**src/srt_defines.svh**
```systemverilog
// Purpose: Constants for the 16-bit rollover timer
// Assumes: 250 MHz reference clock, 8-bit register port
// Notes:   Offsets are register indexes on the plain port
`ifndef SRT_DEFINES_SVH
`define SRT_DEFINES_SVH

`define SRT_ADDR_W        3
`define SRT_OFF_CTRL      3'h0
`define SRT_OFF_CNT_LO    3'h1
`define SRT_OFF_CNT_HI    3'h2
`define SRT_OFF_FLAGS     3'h3
`define SRT_OFF_ENABLES   3'h4
`define SRT_OFF_IRQCTL    3'h5
`define SRT_OFF_IRQSTAT   3'h6
`define SRT_OFF_IRQMASK   3'h7

`define SRT_BIT_RUN       0
`define SRT_BIT_CSEL      1
`define SRT_BIT_PS_LO     4
`define SRT_BIT_PS_HI     5
`define SRT_CTRL_MASK     8'h33
`define SRT_BIT_ROLL      0
`define SRT_BIT_PERIPHERAL_IRQ_ENABLE      6
`define SRT_BIT_GIE       7
`define SRT_IRQCTL_MASK   8'hc0

`define SRT_CNT_MAX       16'hffff
`define SRT_CNT_ZERO      16'h0000

// Reference clock, system clock and instruction clock rates in kHz
`define SRT_REF_KHZ       250000
`define SRT_SYS_KHZ       8000
`define SRT_INS_KHZ       2000
`define SRT_SYS_DIV       (`SRT_REF_KHZ / `SRT_SYS_KHZ)
`define SRT_INS_DIV       (`SRT_REF_KHZ / `SRT_INS_KHZ)
`define SRT_DIV_W         7

`endif

```
**src/srt_pkg.sv**
```systemverilog
// Purpose: Types for the 16-bit rollover timer
// Assumes: srt_defines.svh for constants
// Notes:   Only types live here
package srt_pkg;

	typedef struct packed {
		logic       run;
		logic       csel;
		logic [1:0] ps;
	} srt_ctrl_t;

	typedef struct packed {
		logic [6:0] cnt;
		logic       tick;
	} srt_div_t;

endpackage

```
**src/srt_tick_gen.sv**
```systemverilog
// Purpose: Count clock ticks at 8 MHz or 2 MHz from the reference clock
// Assumes: Reference clock rate is an exact multiple of 2 MHz; the 8 MHz divide of 31.25 truncates to 31
// Notes:   Stops and restarts at zero while gated off, so Sleep freezes it
`timescale 1ns/1ps
`include "srt_defines.svh"

module srt_tick_gen
(
	// Clock and reset
	input  wire logic REF_CLK_I,
	input  wire logic NRST_I,
	// Control
	input  wire logic run_i,
	input  wire logic csel_i,
	// Tick out
	output logic      tick_o
);

	localparam logic [`SRT_DIV_W-1:0] SYS_LAST = `SRT_DIV_W'(`SRT_SYS_DIV - 1);
	localparam logic [`SRT_DIV_W-1:0] INS_LAST = `SRT_DIV_W'(`SRT_INS_DIV - 1);

	srt_pkg::srt_div_t st_reg;
	srt_pkg::srt_div_t st_next;
	logic [`SRT_DIV_W-1:0] last;

	// Next divider state; held at zero when not running
	always_comb
	begin
		st_next = st_reg;
		last = csel_i ? SYS_LAST : INS_LAST;
		st_next.tick = 1'b0;
		if (!run_i)
		begin
			st_next.cnt = '0;
		end
		else if (st_reg.cnt >= last)
		begin
			st_next.cnt = '0;
			st_next.tick = 1'b1;
		end
		else
		begin
			st_next.cnt = st_reg.cnt + `SRT_DIV_W'(1);
		end
	end

	// State register
	always_ff @(posedge REF_CLK_I or negedge NRST_I)
	begin
		if (!NRST_I)
			st_reg <= '0;
		else
			st_reg <= st_next;
	end

	assign tick_o = st_reg.tick;

endmodule

```
**src/srt_timer.sv**
```systemverilog
// Purpose: 16-bit up-counting rollover timer with prescaler and interrupt
// Assumes: Register port with one-cycle read latency, one clock domain
// Notes:   Sleep input freezes counting; no wake-up is ever produced
// Functional notes
// - 16-bit counter, read and written as two bytes; writes replace live byte
// - Control bit 0 runs counter; clear stops it and clears gate flip-flop
// - Control bit 1 picks 8 MHz system clock, else 2 MHz instruction clock
// - Bits 5-4 divide selected clock by 1, 2, 4 or 8
// - Prescale counter hidden; cleared by any write to a count byte
// - Counter wraps from FFFFh to 0000h on the next increment
// - Each wrap sets the rollover flag in peripheral flags register one
// - Rollover interrupt needs run, rollover enable, peripheral enable and global enable; status bit with mask set interrupts alone
// - No counting during Sleep and no wake-up event from Sleep
//
// The implementer's own choices: the strobed register port and the address map.
`timescale 1ns/1ps
`include "srt_defines.svh"

module srt_timer
(
	// Clock and reset
	input  wire logic                   REF_CLK_I,
	input  wire logic                   NRST_I,
	// Register port
	input  wire logic [`SRT_ADDR_W-1:0] ADDR_I,
	input  wire logic [7:0]             WDATA_I,
	input  wire logic                   WR_I,
	input  wire logic                   RD_I,
	output logic      [7:0]             RDATA_O,
	// Device state
	input  wire logic                   SLEEP_I,
	// Interrupt outputs
	output logic                        TMR_IRQ_O,
	output logic                        WAKE_O
);

	typedef struct packed {
		srt_pkg::srt_ctrl_t ctrl;
		logic [15:0]        count;
		logic [2:0]         pre;
		logic               gate;
		logic               roll_flag;
		logic               roll_en;
		logic               peripheral_irq_enable;
		logic               global_irq_enable;
		logic               irq_stat;
		logic               irq_mask;
		logic [7:0]         rdata;
		logic               irq;
		logic               wake;
	} srt_state_t;

	srt_state_t st_reg;
	srt_state_t st_next;
	logic       sleep_meta_reg;
	logic       sleep_sync_reg;
	logic       tick;
	logic       cnt_wr;
	logic       pre_done;
	logic       inc;
	logic       wrap;
	logic       roll_req;

	// Sleep comes from another domain: two flops before use
	always_ff @(posedge REF_CLK_I or negedge NRST_I)
	begin
		if (!NRST_I)
		begin
			sleep_meta_reg <= 1'b0;
			sleep_sync_reg <= 1'b0;
		end
		else
		begin
			sleep_meta_reg <= SLEEP_I;
			sleep_sync_reg <= sleep_meta_reg;
		end
	end

	// Internal clocks only: they stop while asleep
	srt_tick_gen u_tick
	(
		.REF_CLK_I (REF_CLK_I),
		.NRST_I    (NRST_I),
		.run_i     (st_reg.ctrl.run && !sleep_sync_reg),
		.csel_i    (st_reg.ctrl.csel),
		.tick_o    (tick)
	);

	// Prescaler terminal count and rollover detection
	always_comb
	begin
		cnt_wr = WR_I && (ADDR_I == `SRT_OFF_CNT_LO || ADDR_I == `SRT_OFF_CNT_HI);
		unique case (st_reg.ctrl.ps)
			2'h0: pre_done = 1'b1;
			2'h1: pre_done = st_reg.pre[0];
			2'h2: pre_done = &st_reg.pre[1:0];
			2'h3: pre_done = &st_reg.pre;
		endcase
		inc = st_reg.ctrl.run && !sleep_sync_reg && tick && pre_done;
		wrap = inc && !cnt_wr && st_reg.count == `SRT_CNT_MAX;
		roll_req = st_reg.ctrl.run && st_reg.roll_en && st_reg.peripheral_irq_enable && st_reg.global_irq_enable;
	end

	// Next state of the whole block
	always_comb
	begin
		st_next = st_reg;
		st_next.rdata = 8'h00;
		st_next.wake = 1'b0;

		// Prescale counter, hidden from software
		if (!st_reg.ctrl.run || cnt_wr)
			st_next.pre = 3'h0;
		else if (st_reg.ctrl.run && !sleep_sync_reg && tick)
			st_next.pre = pre_done ? 3'h0 : st_reg.pre + 3'h1;

		// Gate flip-flop follows run; stopping clears it
		st_next.gate = st_reg.ctrl.run;

		// Count; stopped counter simply holds
		if (inc)
			st_next.count = st_reg.count + 16'h0001;

		// Register writes; a byte write beats a same-cycle increment
		if (WR_I)
		begin
			unique case (ADDR_I)
				`SRT_OFF_CTRL:
				begin
					st_next.ctrl.run  = WDATA_I[`SRT_BIT_RUN];
					st_next.ctrl.csel = WDATA_I[`SRT_BIT_CSEL];
					st_next.ctrl.ps   = WDATA_I[`SRT_BIT_PS_HI:`SRT_BIT_PS_LO];
				end
				`SRT_OFF_CNT_LO:  st_next.count[7:0]  = WDATA_I;
				`SRT_OFF_CNT_HI:  st_next.count[15:8] = WDATA_I;
				`SRT_OFF_FLAGS:   st_next.roll_flag = WDATA_I[`SRT_BIT_ROLL];
				`SRT_OFF_ENABLES: st_next.roll_en = WDATA_I[`SRT_BIT_ROLL];
				`SRT_OFF_IRQCTL:
				begin
					st_next.peripheral_irq_enable = WDATA_I[`SRT_BIT_PERIPHERAL_IRQ_ENABLE];
					st_next.global_irq_enable  = WDATA_I[`SRT_BIT_GIE];
				end
				`SRT_OFF_IRQSTAT:
				begin
					if (WDATA_I[`SRT_BIT_ROLL])
						st_next.irq_stat = 1'b0;
				end
				`SRT_OFF_IRQMASK: st_next.irq_mask = WDATA_I[`SRT_BIT_ROLL];
			endcase
		end

		// Rollover sets the flags; set wins over a same-cycle clear
		if (wrap)
		begin
			st_next.roll_flag = 1'b1;
			st_next.irq_stat  = 1'b1;
		end

		// Read data, one cycle after the strobe
		if (RD_I)
		begin
			unique case (ADDR_I)
				`SRT_OFF_CTRL:
				begin
					st_next.rdata[`SRT_BIT_RUN] = st_reg.ctrl.run;
					st_next.rdata[`SRT_BIT_CSEL] = st_reg.ctrl.csel;
					st_next.rdata[`SRT_BIT_PS_HI:`SRT_BIT_PS_LO] = st_reg.ctrl.ps;
				end
				`SRT_OFF_CNT_LO:  st_next.rdata = st_reg.count[7:0];
				`SRT_OFF_CNT_HI:  st_next.rdata = st_reg.count[15:8];
				`SRT_OFF_FLAGS:   st_next.rdata[`SRT_BIT_ROLL] = st_reg.roll_flag;
				`SRT_OFF_ENABLES: st_next.rdata[`SRT_BIT_ROLL] = st_reg.roll_en;
				`SRT_OFF_IRQCTL:
				begin
					st_next.rdata[`SRT_BIT_PERIPHERAL_IRQ_ENABLE] = st_reg.peripheral_irq_enable;
					st_next.rdata[`SRT_BIT_GIE]  = st_reg.global_irq_enable;
				end
				`SRT_OFF_IRQSTAT: st_next.rdata[`SRT_BIT_ROLL] = st_reg.irq_stat;
				`SRT_OFF_IRQMASK: st_next.rdata[`SRT_BIT_ROLL] = st_reg.irq_mask;
			endcase
		end

		// Both request paths combine into one level output
		st_next.irq = (roll_req && st_reg.roll_flag)
			|| (st_reg.irq_stat && st_reg.irq_mask);
	end

	// State register
	always_ff @(posedge REF_CLK_I or negedge NRST_I)
	begin
		if (!NRST_I)
			st_reg <= '0;
		else
			st_reg <= st_next;
	end

	assign RDATA_O   = st_reg.rdata;
	assign TMR_IRQ_O = st_reg.irq;
	// Timer is never a wake source; a constant flop keeps the output registered
	assign WAKE_O    = st_reg.wake;

	// Checks
	wrap_sets_flag_a: assert property (@(posedge REF_CLK_I) disable iff (!NRST_I)
		wrap |=> st_reg.roll_flag && st_reg.count == `SRT_CNT_ZERO)
		else $error("rollover did not set flag or zero count");

	stop_holds_a: assert property (@(posedge REF_CLK_I) disable iff (!NRST_I)
		(!st_reg.ctrl.run && !cnt_wr) |=> st_reg.count == $past(st_reg.count))
		else $error("stopped counter changed");

	sleep_freeze_a: assert property (@(posedge REF_CLK_I) disable iff (!NRST_I)
		(sleep_sync_reg && !cnt_wr) |=> $stable(st_reg.count))
		else $error("counter moved during sleep");

	no_wake_a: assert property (@(posedge REF_CLK_I) disable iff (!NRST_I)
		!WAKE_O)
		else $error("wake asserted");

	byte_write_a: assert property (@(posedge REF_CLK_I) disable iff (!NRST_I)
		(WR_I && ADDR_I == `SRT_OFF_CNT_HI) |=> st_reg.count[15:8] == $past(WDATA_I))
		else $error("high byte write lost");

	pre_clear_a: assert property (@(posedge REF_CLK_I) disable iff (!NRST_I)
		cnt_wr |=> st_reg.pre == 3'h0)
		else $error("prescaler not cleared by count write");

	flag_hold_a: assert property (@(posedge REF_CLK_I) disable iff (!NRST_I)
		(st_reg.roll_flag && !(WR_I && ADDR_I == `SRT_OFF_FLAGS)) |=> st_reg.roll_flag)
		else $error("rollover flag dropped without write");

	irq_gate_a: assert property (@(posedge REF_CLK_I) disable iff (!NRST_I)
		(st_reg.roll_flag && !st_reg.irq_mask && !roll_req) |=> !TMR_IRQ_O)
		else $error("interrupt without all enables");

	div8_a: assert property (@(posedge REF_CLK_I) disable iff (!NRST_I)
		(inc && st_reg.ctrl.ps == 2'h3) |-> st_reg.pre == 3'h7)
		else $error("divide by eight step wrong");

	read_back_a: assert property (@(posedge REF_CLK_I) disable iff (!NRST_I)
		(RD_I && ADDR_I == `SRT_OFF_CNT_LO) |=> RDATA_O == $past(st_reg.count[7:0]))
		else $error("low byte read mismatch");

	// Register port checks
	lo_write_a: assert property (@(posedge REF_CLK_I) disable iff (!NRST_I)
		(WR_I && ADDR_I == `SRT_OFF_CNT_LO) |=> st_reg.count[7:0] == $past(WDATA_I))
		else $error("low byte write lost");

	hi_read_a: assert property (@(posedge REF_CLK_I) disable iff (!NRST_I)
		(RD_I && ADDR_I == `SRT_OFF_CNT_HI) |=> RDATA_O == $past(st_reg.count[15:8]))
		else $error("high byte read mismatch");

	rdata_idle_a: assert property (@(posedge REF_CLK_I) disable iff (!NRST_I)
		!RD_I |=> RDATA_O == 8'h00)
		else $error("read data not zero outside read");

	run_write_a: assert property (@(posedge REF_CLK_I) disable iff (!NRST_I)
		(WR_I && ADDR_I == `SRT_OFF_CTRL)
			|=> st_reg.ctrl.run == $past(WDATA_I[`SRT_BIT_RUN]))
		else $error("run bit write lost");

	csel_write_a: assert property (@(posedge REF_CLK_I) disable iff (!NRST_I)
		(WR_I && ADDR_I == `SRT_OFF_CTRL)
			|=> st_reg.ctrl.csel == $past(WDATA_I[`SRT_BIT_CSEL]))
		else $error("clock select write lost");

	ps_write_a: assert property (@(posedge REF_CLK_I) disable iff (!NRST_I)
		(WR_I && ADDR_I == `SRT_OFF_CTRL)
			|=> st_reg.ctrl.ps == $past(WDATA_I[`SRT_BIT_PS_HI:`SRT_BIT_PS_LO]))
		else $error("prescale select write lost");

	ctrl_read_a: assert property (@(posedge REF_CLK_I) disable iff (!NRST_I)
		(RD_I && ADDR_I == `SRT_OFF_CTRL)
			|=> RDATA_O[`SRT_BIT_RUN] == $past(st_reg.ctrl.run))
		else $error("run bit read mismatch");

	// Count and prescale checks
	inc_step_a: assert property (@(posedge REF_CLK_I) disable iff (!NRST_I)
		(inc && !cnt_wr) |=> st_reg.count == $past(st_reg.count) + 16'h0001)
		else $error("count did not step by one");

	gate_follow_a: assert property (@(posedge REF_CLK_I) disable iff (!NRST_I)
		st_reg.ctrl.run |=> st_reg.gate)
		else $error("gate flop not set while running");

	gate_clear_a: assert property (@(posedge REF_CLK_I) disable iff (!NRST_I)
		!st_reg.ctrl.run |=> !st_reg.gate)
		else $error("gate flop not cleared when stopped");

	stop_no_inc_a: assert property (@(posedge REF_CLK_I) disable iff (!NRST_I)
		!st_reg.ctrl.run |-> !inc)
		else $error("increment while stopped");

	sleep_no_inc_a: assert property (@(posedge REF_CLK_I) disable iff (!NRST_I)
		sleep_sync_reg |-> !inc)
		else $error("increment during sleep");

	pre_idle_a: assert property (@(posedge REF_CLK_I) disable iff (!NRST_I)
		!st_reg.ctrl.run |=> st_reg.pre == 3'h0)
		else $error("prescaler not idle while stopped");

	div_two_a: assert property (@(posedge REF_CLK_I) disable iff (!NRST_I)
		(inc && st_reg.ctrl.ps == 2'h1) |-> st_reg.pre[0])
		else $error("divide by two step wrong");

	div_four_a: assert property (@(posedge REF_CLK_I) disable iff (!NRST_I)
		(inc && st_reg.ctrl.ps == 2'h2) |-> st_reg.pre[1:0] == 2'h3)
		else $error("divide by four step wrong");

	pre_step_a: assert property (@(posedge REF_CLK_I) disable iff (!NRST_I)
		(st_reg.ctrl.run && !sleep_sync_reg && tick && !pre_done && !cnt_wr)
			|=> st_reg.pre == $past(st_reg.pre) + 3'h1)
		else $error("prescaler did not advance on tick");

	// Flag and interrupt checks
	flag_quiet_a: assert property (@(posedge REF_CLK_I) disable iff (!NRST_I)
		(!st_reg.roll_flag && !wrap && !(WR_I && ADDR_I == `SRT_OFF_FLAGS))
			|=> !st_reg.roll_flag)
		else $error("rollover flag set without rollover");

	stat_set_a: assert property (@(posedge REF_CLK_I) disable iff (!NRST_I)
		wrap |=> st_reg.irq_stat)
		else $error("rollover did not set status bit");

	stat_hold_a: assert property (@(posedge REF_CLK_I) disable iff (!NRST_I)
		(st_reg.irq_stat && !(WR_I && ADDR_I == `SRT_OFF_IRQSTAT && WDATA_I[`SRT_BIT_ROLL]))
			|=> st_reg.irq_stat)
		else $error("status bit dropped without clear");

	flag_write_a: assert property (@(posedge REF_CLK_I) disable iff (!NRST_I)
		(WR_I && ADDR_I == `SRT_OFF_FLAGS && !wrap)
			|=> st_reg.roll_flag == $past(WDATA_I[`SRT_BIT_ROLL]))
		else $error("rollover flag write lost");

	irq_on_a: assert property (@(posedge REF_CLK_I) disable iff (!NRST_I)
		(roll_req && st_reg.roll_flag) |=> TMR_IRQ_O)
		else $error("enabled rollover did not interrupt");

	irq_stat_a: assert property (@(posedge REF_CLK_I) disable iff (!NRST_I)
		(st_reg.irq_stat && st_reg.irq_mask) |=> TMR_IRQ_O)
		else $error("unmasked status did not interrupt");

	irq_off_a: assert property (@(posedge REF_CLK_I) disable iff (!NRST_I)
		(!(roll_req && st_reg.roll_flag) && !(st_reg.irq_stat && st_reg.irq_mask))
			|=> !TMR_IRQ_O)
		else $error("interrupt without a cause");

	enable_write_a: assert property (@(posedge REF_CLK_I) disable iff (!NRST_I)
		(WR_I && ADDR_I == `SRT_OFF_ENABLES)
			|=> st_reg.roll_en == $past(WDATA_I[`SRT_BIT_ROLL]))
		else $error("rollover enable write lost");

	global_write_a: assert property (@(posedge REF_CLK_I) disable iff (!NRST_I)
		(WR_I && ADDR_I == `SRT_OFF_IRQCTL)
			|=> st_reg.global_irq_enable == $past(WDATA_I[`SRT_BIT_GIE]))
		else $error("global enable write lost");

endmodule

```
**config.mk**
```make
export PLATFORM = sky130hd
export DESIGN_NAME = srt_timer
export DESIGN_NICKNAME = d
export VERILOG_FILES = /design/src/srt_pkg.sv /design/src/srt_tick_gen.sv /design/src/srt_timer.sv
export VERILOG_INCLUDE_DIRS = /design/src /design/src/src
export SDC_FILE = /design/constraint.sdc
export NUM_CORES = 1
export LEC_CHECK = 0
export BUFFER_PORTS_ARGS = -buffer_cell sky130_fd_sc_hd__clkbuf_2
export CAP_MARGIN = 20
export CORE_MARGIN = 8
export CORE_UTILIZATION = 23
export CTS_CLUSTER_SIZE = 14
export DETAILED_ROUTE_END_ITERATION = 8
export PLACE_DENSITY = 0.43
export SLEW_MARGIN = 20
export SYNTH_ARGS = -nofsm -noshare
export SYNTH_HDL_FRONTEND = slang
export SYNTH_SLANG_ARGS = --single-unit
```
**constraint.sdc**
```tcl
create_clock -name REF_CLK_I -period 2.9 [get_ports REF_CLK_I]
set_input_delay 0.145 -clock REF_CLK_I [delete_from_list [all_inputs] [get_ports REF_CLK_I]]
set_output_delay 0.145 -clock REF_CLK_I [all_outputs]
set_load 0.02 [all_outputs]
```
==> results of run 1 <==
where the power goes:
part	switching, mW	internal [mW]
Combinational	0.149	0.128
Clock	0.251	0.454
Sequential	0.113	0.751
Yosys cell counts (3+ instances only):
cell type and n:
a21oi_1 6, a31oi_1 9, and3_1 4, buf_1 3, buf_4 9, clkbuf_1 10
dfrtp_1 48, ha_1 7, inv_1 6, mux2_2 9, mux2i_1 10, nand2_1 20
nand3_1 13, nand4_1 9, nand4b_1 3, nor2_1 25, nor2b_1 4, nor3_1 3
nor4_1 6, nor4b_1 3, o211ai_1 4, o21ai_0 7, o31ai_1 5, or4_1 8
xnor2_1 4, xor2_1 3
cell type report:
class                           instances  area, um^2  area share (%)
Multi-Input combinational cell        191        1290            42.3
Sequential cell                        48        1200            39.5
Tap cell                              143         179            5.88
Timing Repair Buffer                   30         170            5.59
Clock buffer                            7         153            5.02
Clock inverter                          1        30.0           0.987
Inverter                                6        22.5           0.740
layer usage:
metal | part of all wire, % | wire length [um] | up-vias | global-route usage, %
li1 | - | - | 1011 | -
met1 | 46 | 3170 | 1018 | 12.1
met2 | 45 | 3090 | 51 | 13.8
met3 | 5.4 | 371 | 11 | 2.19
met4 | 2.8 | 191 | 0 | 5.27
met5 | 0 | 0 | - | 0
critical path, stage by stage, from the launching register on:
cell and delay [ns]:
dfrtp_1 0.38, ha_1 0.20, ha_1 0.15, mux2i_1 0.08, a211o_1 0.55, or4_1 0.57, a31oi_1 0.18
kinds of logic after synthesis:
logic type | Yosys count | share of synthesized area (%)
and+or+nand+nor | 111 | 23.3
DFF | 48 | 45.5
AOI/OAI and AO/OA | 46 | 11.9
buffers and inverters | 30 | 5.87
muxes | 19 | 7.62
adders and majority gates | 7 | 3.31
xor gates and xnor gates | 7 | 2.32
other | 1 | 0.142
metrics by stage:
| step | hold WS [ns] | power [mW] |
|---|---|---|
| 5_1_grt | 0.0865 | 1.94 |
| 4_1_cts | 0.0873 | 1.87 |
| 3_5_place_dp | 0.163 | 1.15 |
| 6_report | 0.0934 | 1.85 |
| 2_1_floorplan | -0.151 | 1.04 |
| 3_3_place_gp | 0.150 | 1.15 |
path summary, 6_finish.rpt:
| check | startpoint | end |
|---|---|---|
| worst max-delay path | st_reg[17] | st_reg[33] |
| worst min-delay path | WDATA_I[2] | st_reg[22] |
| worst max register to register | st_reg[17] | st_reg[33] |
| worst min register to register | sleep_meta_reg | sleep_sync_reg |
| max in group asynchronous | NRST_I | st_reg[34] |
| min in group asynchronous | NRST_I | sleep_meta_reg |
==> flow_summary.json, run 1 <==
{
  "outcome": "completed",
  "syn_nets": 292,
  "avgSynthCellArea_um2": 9.82,
  "async_flop_share_pct": 100,
  "vias": 2091,
  "cts-hold-fix-buffers": 2,
  "cts_root_buf": "clkbuf_16",
  "cts_setup_buffers": 0,
  "arrival_ns": 2.39,
  "drive_gt1_share_pct": 17.3,
  "required_ns": 3.11,
  "crit_path_end_kind": "flip-flop",
  "cts.reportedPaths.clkPinSlew_ns": 0.07,
  "finalClockSkew_ns": 0.00627,
  "drtIter0Drc": 166,
  "crit_type": "flip-flop to flip-flop",
  "seq_area_frac_synth_pct": 45.5,
  "rows": 39,
  "synth_top_area_share_pct": 45.5,
  "final_common_cell": "dfrtp_1",
  "synthCells": 269,
  "grtUsageTotal_pct": 9.26,
  "clock_latency_ns": 0.29,
  "p_leak_nw": 1.30,
  "start_util_pct": 23.3,
  "dpl_cell_area_um2": 2840,
  "synth_warnings": 0,
  "synth-seq-cells": 48,
  "max_freq_mhz": 459,
  "synth.largest_area_cell": "dfrtp_1",
  "hpwl_mm": 4.96,
  "fin_nets": 305,
  "start_kind": "flip-flop",
  "final_cell_count_no_fill": 426,
  "ys.flop_type": "dfrtp_1",
  "worstPathMaxFanout": 22,
  "grt_antenna_before_repair": 0,
  "min_path_type": "input port to flip-flop",
  "die_width_um": 123,
  "powerDensity_nw_per_um2": 607,
  "dr.pass1.iters": 6,
  "fill_cells": 1207,
  "wire_per_inst_um": 16.0,
  "cts.sinks": 48,
  "htreeDepth": 2,
  "largest_reg_flops": 28,
  "gp_congestion": 0.736,
  "antenna_cells": 0,
  "io_pins": 26,
  "rsz0062_at_grt": "false",
  "io_buffer_count": 24,
  "cts_tree": "done",
  "max_slew_margin_pct": 49.2,
  "hold_viol": 0,
  "hold-path-cell-count": 2,
  "die_h_um": 123,
  "grt-ovfl-total": 0,
  "reg2reg_depth": 6,
  "synth-edff-count": 0,
  "synthesis.area_um2": 2640,
  "dieArea_um2": 15200,
  "setup_viol": 0,
  "grt_pass1_vias": 2052,
  "clock_tree.buffer_depth": 2,
  "cts_resized": 0,
  "viasPerCell": 4.91,
  "timing.final.crit_period_ns": 2.18,
  "drv_cap": 0,
  "fin_ws_ns": 0.721,
  "r2r_setup_slack_ns": 0.72,
  "routed_wl_mm": 6.82,
  "peakVddDrop_uv": 203,
  "finalSetupTns_ns": 0,
  "post-route-drc-count": 0,
  "ant_nets": 0,
  "dp_cells": 416,
  "worstMarginPinSlew_ns": 0.757,
  "ys_types": 49,
  "grt_pass1_wl_mm": 10.9,
  "dp_worst_setup_slack_ns": 0.723,
  "grt_max_degree": 30,
  "core_um2": 11300,
  "final_area_um2": 3040,
  "postLayoutCoreUtil_pct": 26.9,
  "maxSlewViolCount": 0,
  "synth.area.top_cells": "dfrtp_1, mux2_2, mux2i_1",
  "most-common-layout-cells": "dfrtp_1, nor2_1, clkbuf_2, nand2_1, nand3_1",
  "area_growth_pct": 15.1,
  "cts_buffers": 5,
  "post-route-period-util_pct": 75.1
}
Power figures use the tool's default switching activity.
==> run 2: changes to the inputs <==
--- a/config.mk
+++ b/config.mk
@@ -12,7 +12,7 @@
 export CORE_UTILIZATION = 23
 export CTS_CLUSTER_SIZE = 14
 export DETAILED_ROUTE_END_ITERATION = 8
-export PLACE_DENSITY = 0.43
+export PLACE_DENSITY = 0.44
 export SLEW_MARGIN = 20
 export SYNTH_ARGS = -nofsm -noshare
 export SYNTH_HDL_FRONTEND = slang
==> constraint.sdc (replaced) <==
create_clock -name REF_CLK_I -period 1.8 [get_ports REF_CLK_I]
set_input_delay 0.09 -clock REF_CLK_I [delete_from_list [all_inputs] [get_ports REF_CLK_I]]
set_output_delay 0.09 -clock REF_CLK_I [all_outputs]
set_load 0.02 [all_outputs]
==> flow_summary.json, run 2 (synthesis gave the netlist of run 1 again) <==
{
  "dpl_cell_area_um2": 3040,
  "fill_cells": 1200,
  "htreeDepth": 2,
  "max_freq_mhz": 539,
  "clock_latency_ns": 0.29,
  "grt_antenna_before_repair": 0,
  "required_ns": 2.03,
  "critPathSlowestCell": "or4_4",
  "crit_start": "st_reg[18]",
  "io_buffer_count": 24,
  "post-route-period-util_pct": 103,
  "seq_area_um2": 1200,
  "most-common-layout-cells": "dfrtp_1, buf_4, nor2_1, clkbuf_2, nand2_1",
  "max_slew_margin_pct": 56.4,
  "finalClockSkew_ns": 0.0108,
  "maxSlewViolCount": 0,
  "route.met3.wl_um": 441,
  "cts.sinks": 48,
  "powerDensity_nw_per_um2": 931,
  "hpwl_mm": 5.27,
  "start_util_pct": 23.3,
  "holdWs_ns": 0.0383,
  "worstReg2RegStart": "st_reg[18]",
  "peakVddDrop_uv": 340,
  "grt-ovfl-total": 0,
  "routed_wl_mm": 7.51,
  "gp_congestion": 0.773,
  "final_cell_count_no_fill": 455,
  "grt_max_degree": 49,
  "antenna_cells": 0,
  "grt_pass1_vias": 2239,
  "start_kind": "flip-flop",
  "rows": 39,
  "max_stage_delay_ns": 0.41,
  "crit_top_cell": "ha_4",
  "area_growth_pct": 29.2,
  "violations": "negative setup slack",
  "cts_tree": "done",
  "worstPathMaxFanout": 6,
  "core_um2": 11300,
  "die_width_um": 123,
  "setup_viol": 9,
  "min_path_type": "input port to flip-flop",
  "wire_per_inst_um": 16.5,
  "multi_input_area_um2": 1420,
  "crit_path_end_kind": "flip-flop",
  "p_total_mw": 3.18,
  "drv_cap": 0,
  "rsz0062_at_grt": "true",
  "final_common_cell": "dfrtp_1",
  "cts.reportedPaths.clkPinSlew_ns": 0.07,
  "die_h_um": 123,
  "io_pins": 26,
  "fin_ws_ns": -0.0560,
  "grt_pass1_wl_mm": 12.0,
  "dr.pass1.iters": 4,
  "routed.top_layer": "met4",
  "largest_reg_flops": 28,
  "fin_nets": 335,
  "timing.final.crit_period_ns": 1.86,
  "drtIter0Drc": 196,
  "hold_viol": 0,
  "cts_root_buf": "clkbuf_16",
  "grtUsageTotal_pct": 10.1,
  "drive_gt1_share_pct": 28.5,
  "ant_nets": 0,
  "worstMarginPinSlew_ns": 0.654,
  "met1Wirelength_mm": 3.44,
  "crit_type": "flip-flop to flip-flop",
  "post-route-drc-count": 0,
  "clock_tree.buffer_depth": 2,
  "dp_cells": 442,
  "path_cells": "ha_4 > ha_4 > mux2i_4 > a211o_4 > buf_6 > or4_4 > nand3_2",
  "vias": 2183,
  "p_leak_nw": 1.47,
  "outcome": "finished, violations left",
  "hp-start": "RD_I",
  "final_area_um2": 3410,
  "arrival_ns": 2.08,
  "wl_met2_mm": 3.52,
  "cts_buffers": 5,
  "dieArea_um2": 15200,
  "viasPerCell": 4.80
}
==> run 2: area by class of cell <==
type / count / share of cell area [%]
multi-input cells: 192 / 41.6
clock inverters: 2 / 1.76
well taps: 143 / 5.24
clock buffers: 5 / 3.66
flip-flops and latches: 48 / 35.2
inverters: 6 / 0.660
repair buffers: 59 / 11.9
==> run 2: power breakdown <==
| part | switching (mW) | leakage (nW) | internal (mW) | total [mW] |
|---|---|---|---|---|
| sequential | 0.142 | 0.604 | 1.21 | 1.35 |
| clock | 0.404 | 0.0899 | 0.789 | 1.19 |
| combinational | 0.331 | 0.778 | 0.303 | 0.633 |
==> run 2: worst paths after layout <==
check | endpoint | slack (ns) | depth (start not counted)
worst max-delay path | st_reg[25] | -0.06 | 7
worst min-delay path | RDATA_O[0] | 0.04 | 2
worst max register to register | st_reg[25] | -0.06 | 7
worst min register to register | sleep_sync_reg | 0.36 | 0
max in group asynchronous | st_reg[15] | 0.91 | 3
min in group asynchronous | u_tick.st_reg[3] | 0.45 | 3
==> run 2: timing repair <==
action                                  in CTS  in global routing
pin swaps                                   12                 13
buffers inserted                             2                  0
endpoints found under the hold margin       49                  0
endpoints found under the setup margin      15                 15
hold buffers                                 2                  0
resized for setup                           13                 17
gates cloned                                 1                  1
==> run 2: worst max-delay path, delay by kind of cell, from the launching register on <==
family	cells	cell delay (ns)
AO/OA/AOI/OAI	1	0.37
adder cells (fa/ha/maj)	2	0.30
buffers and inverters	1	0.14
flip-flops	1	0.40
multiplexers	1	0.10
AND/OR/NAND/NOR	2	0.49
==> run 2: metrics by stage <==
stage	TNS (ns)	setup WS, ns	utilization [%]
floorplan	-0.194	-0.0895	-
global placement	-1.91	-0.217	26.8
detailed placement	-2.46	-0.278	26.8
CTS	-0.237	-0.0551	29.5
global route	-0.936	-0.112	30.2
finish	-0.253	-0.0560	30.2
==> run 2: routing by layer <==
metal | vias up | track usage [%]
met3 | 7 | 2.24
met1 | 1059 | 13.2
met4 | 0 | 3.46
met5 | - | 0
met2 | 44 | 16.1
li1 | 1073 | -
==> run 3: changes to the inputs <==
--- a/config.mk
+++ b/config.mk
@@ -6,6 +6,7 @@
 export SDC_FILE = /design/constraint.sdc
 export NUM_CORES = 1
 export LEC_CHECK = 0
+export ABC_AREA = 1
 export BUFFER_PORTS_ARGS = -buffer_cell sky130_fd_sc_hd__clkbuf_2
 export CAP_MARGIN = 20
 export CORE_MARGIN = 8
==> flow_summary.json, run 3 <==
{
  "rows": 40,
  "gp_congestion": 0.828,
  "die_width_um": 127,
  "timing.final.crit_period_ns": 1.67,
  "ant_nets": 0,
  "synth.area.top_cells": "dfrtp_1, nand2_1, inv_1",
  "grt-ovfl-total": 0,
  "p_clk_share_pct": 32.6,
  "drive_gt1_share_pct": 13.5,
  "post-route-period-util_pct": 92.8,
  "ys.flop_type": "dfrtp_1",
  "synth_warnings": 0,
  "switching_share_pct": 31.9,
  "setup_viol": 0,
  "hold_viol": 0,
  "synthCells": 390,
  "maxSlewViolCount": 0,
  "p_leak_nw": 1.75,
  "cts_setup_buffers": 0,
  "routed_wl_mm": 7.36,
  "synth_top_area_share_pct": 42.1,
  "synth_most_common_cell": "nand2_1",
  "synth.largest_area_cell": "dfrtp_1",
  "required_ns": 2.04,
  "clock_tree.buffer_depth": 2,
  "grt_pass1_wl_mm": 12.4,
  "fin_nets": 443,
  "finalSetupTns_ns": 0,
  "grt_antenna_before_repair": 0,
  "final_common_cell": "nand2_1",
  "area_growth_pct": 18.1,
  "most-common-layout-cells": "nand2_1, inv_1, dfrtp_1, nand3_1, nor2_1",
  "viasPerCell": 4.11,
  "max_slew_margin_pct": 50.7,
  "dieArea_um2": 16200,
  "grt_pass1_vias": 2420,
  "p_int_mw": 2.00,
  "core_um2": 12100,
  "min_path_type": "input port to flip-flop",
  "crit_path_end_kind": "flip-flop",
  "outcome": "completed",
  "cts_tree": "done",
  "synth-edff-count": 0,
  "crit_type": "flip-flop to flip-flop",
  "drtIter0Drc": 180,
  "synth-seq-cells": 48,
  "dr.pass1.iters": 4,
  "htreeDepth": 2,
  "async_flop_share_pct": 100,
  "worstMarginPinSlew_ns": 0.740,
  "max_freq_mhz": 599,
  "worstPathMaxFanout": 12,
  "start_util_pct": 23.7,
  "die_h_um": 127,
  "combPwrFrac_pct": 21.7,
  "finalClockSkew_ns": 0.00271,
  "peakVddDrop_uv": 269,
  "antenna_cells": 0,
  "postLayoutCoreUtil_pct": 28.0,
  "cts_root_buf": "clkbuf_16",
  "start_kind": "flip-flop",
  "p_switching_uw": 936,
  "ys_types": 32,
  "grtUsageTotal_pct": 9.58,
  "vias": 2422,
  "arrival_ns": 1.91,
  "cts.reportedPaths.clkPinSlew_ns": 0.06,
  "largest_reg_flops": 28,
  "io_buffer_count": 24,
  "clock_latency_ns": 0.29,
  "grt_max_degree": 29,
  "io_pins": 26,
  "seq_area_frac_synth_pct": 42.1,
  "syn_nets": 413,
  "power_frac_seq_pct": 45.7,
  "drv_cap": 0,
  "post-route-drc-count": 0,
  "avgSynthCellArea_um2": 7.32,
  "cts_buffers": 5,
  "wire_per_inst_um": 12.5,
  "powerDensity_nw_per_um2": 869,
  "synthTopCellsByCount": "nand2_1, inv_1, dfrtp_1, nand3_1, nor2_1",
  "hpwl_mm": 5.69,
  "cts.sinks": 48,
  "synthesis.area_um2": 2850,
  "rsz0062_at_grt": "false"
}
==> run 3: path summary, 6_finish.rpt <==
check,to,start,slack [ns],cells after the start
max in group asynchronous,u_tick.st_reg[7],NRST_I,0.78,3
setup reg to reg,st_reg[29],st_reg[17],0.13,10
setup / recovery,st_reg[29],st_reg[17],0.13,10
hold / removal,st_reg[25],WDATA_I[5],0.02,3
hold reg to reg,sleep_sync_reg,sleep_meta_reg,0.35,0
min in group asynchronous,st_reg[11],NRST_I,0.40,2
==> run 3: metal layers <==
layer	share of wire, %	global-route usage, %	vias up
met5	0	0	-
met4	1.1	4.20	0
met2	45	15.2	37
li1	-	-	1281
met1	50	12.5	1100
met3	3.9	1.58	4
==> run 3: per-stage QoR <==
stage / instance area [um^2] / total power, mW / hold slack (ns) / cells / worst slack (ns)
after floorplan: 2850 / 1.76 / -0.206 / 390 / 0.227
after global placement: 3200 / 1.99 / 0.204 / 579 / 0.107
after detailed placement: 3200 / 1.99 / 0.201 / 579 / 0.109
after CTS: 3370 / 2.98 / 0.0165 / 589 / 0.0862
after global routing: 3370 / 3.12 / 0.0387 / 589 / 0.0270
final: 3370 / 2.93 / 0.0243 / 589 / 0.130
==> run 3: logic make-up after synthesis <==
group           after synthesis  share of synthesized area, %
fa+ha+maj                     7                          3.07
simple gates                198                          29.8
flops                        48                          42.1
xor+xnor                     10                          3.07
buf+inv                      75                          11.7
other cells                   1                         0.131
compound gates               50                          9.86
mux                           1                         0.351
==> run 3: area by class of cell <==
class / instances / area, um^2
sequential: 48 / 1200
timing repair buffer: 40 / 270
multi-input combinational: 267 / 1330
inverter: 58 / 218
fill: 1321 / 8690
tap: 168 / 210
clock buffer: 8 / 146
==> run 3: worst max-delay path, stage by stage (launching register included) <==
cell     delay [ns]
dfrtp_1        0.41
ha_2           0.22
ha_1           0.20
o21ai_0        0.18
nand2_1        0.09
nand2_1        0.12
buf_12         0.15
nand2_1        0.05
nand3_1        0.07
o21ai_1        0.08
inv_2          0.05
==> run 3: repair_timing <==
item | in CTS | in global routing
resized for setup | 0 | 3
setup endpoints to repair | 0 | 11
hold buffers | 2 | 0
endpoints found under the hold margin | 26 | 0
==> run 3: power groups by stage <==
stage / clock, mW / combinational [mW] / sequential, mW
floorplan: 0 / 0.443 / 1.32
global placement: 0 / 0.631 / 1.36
detailed placement: 0 / 0.637 / 1.36
CTS: 1.00 / 0.642 / 1.34
global route: 1.02 / 0.733 / 1.36
finish: 0.957 / 0.635 / 1.34
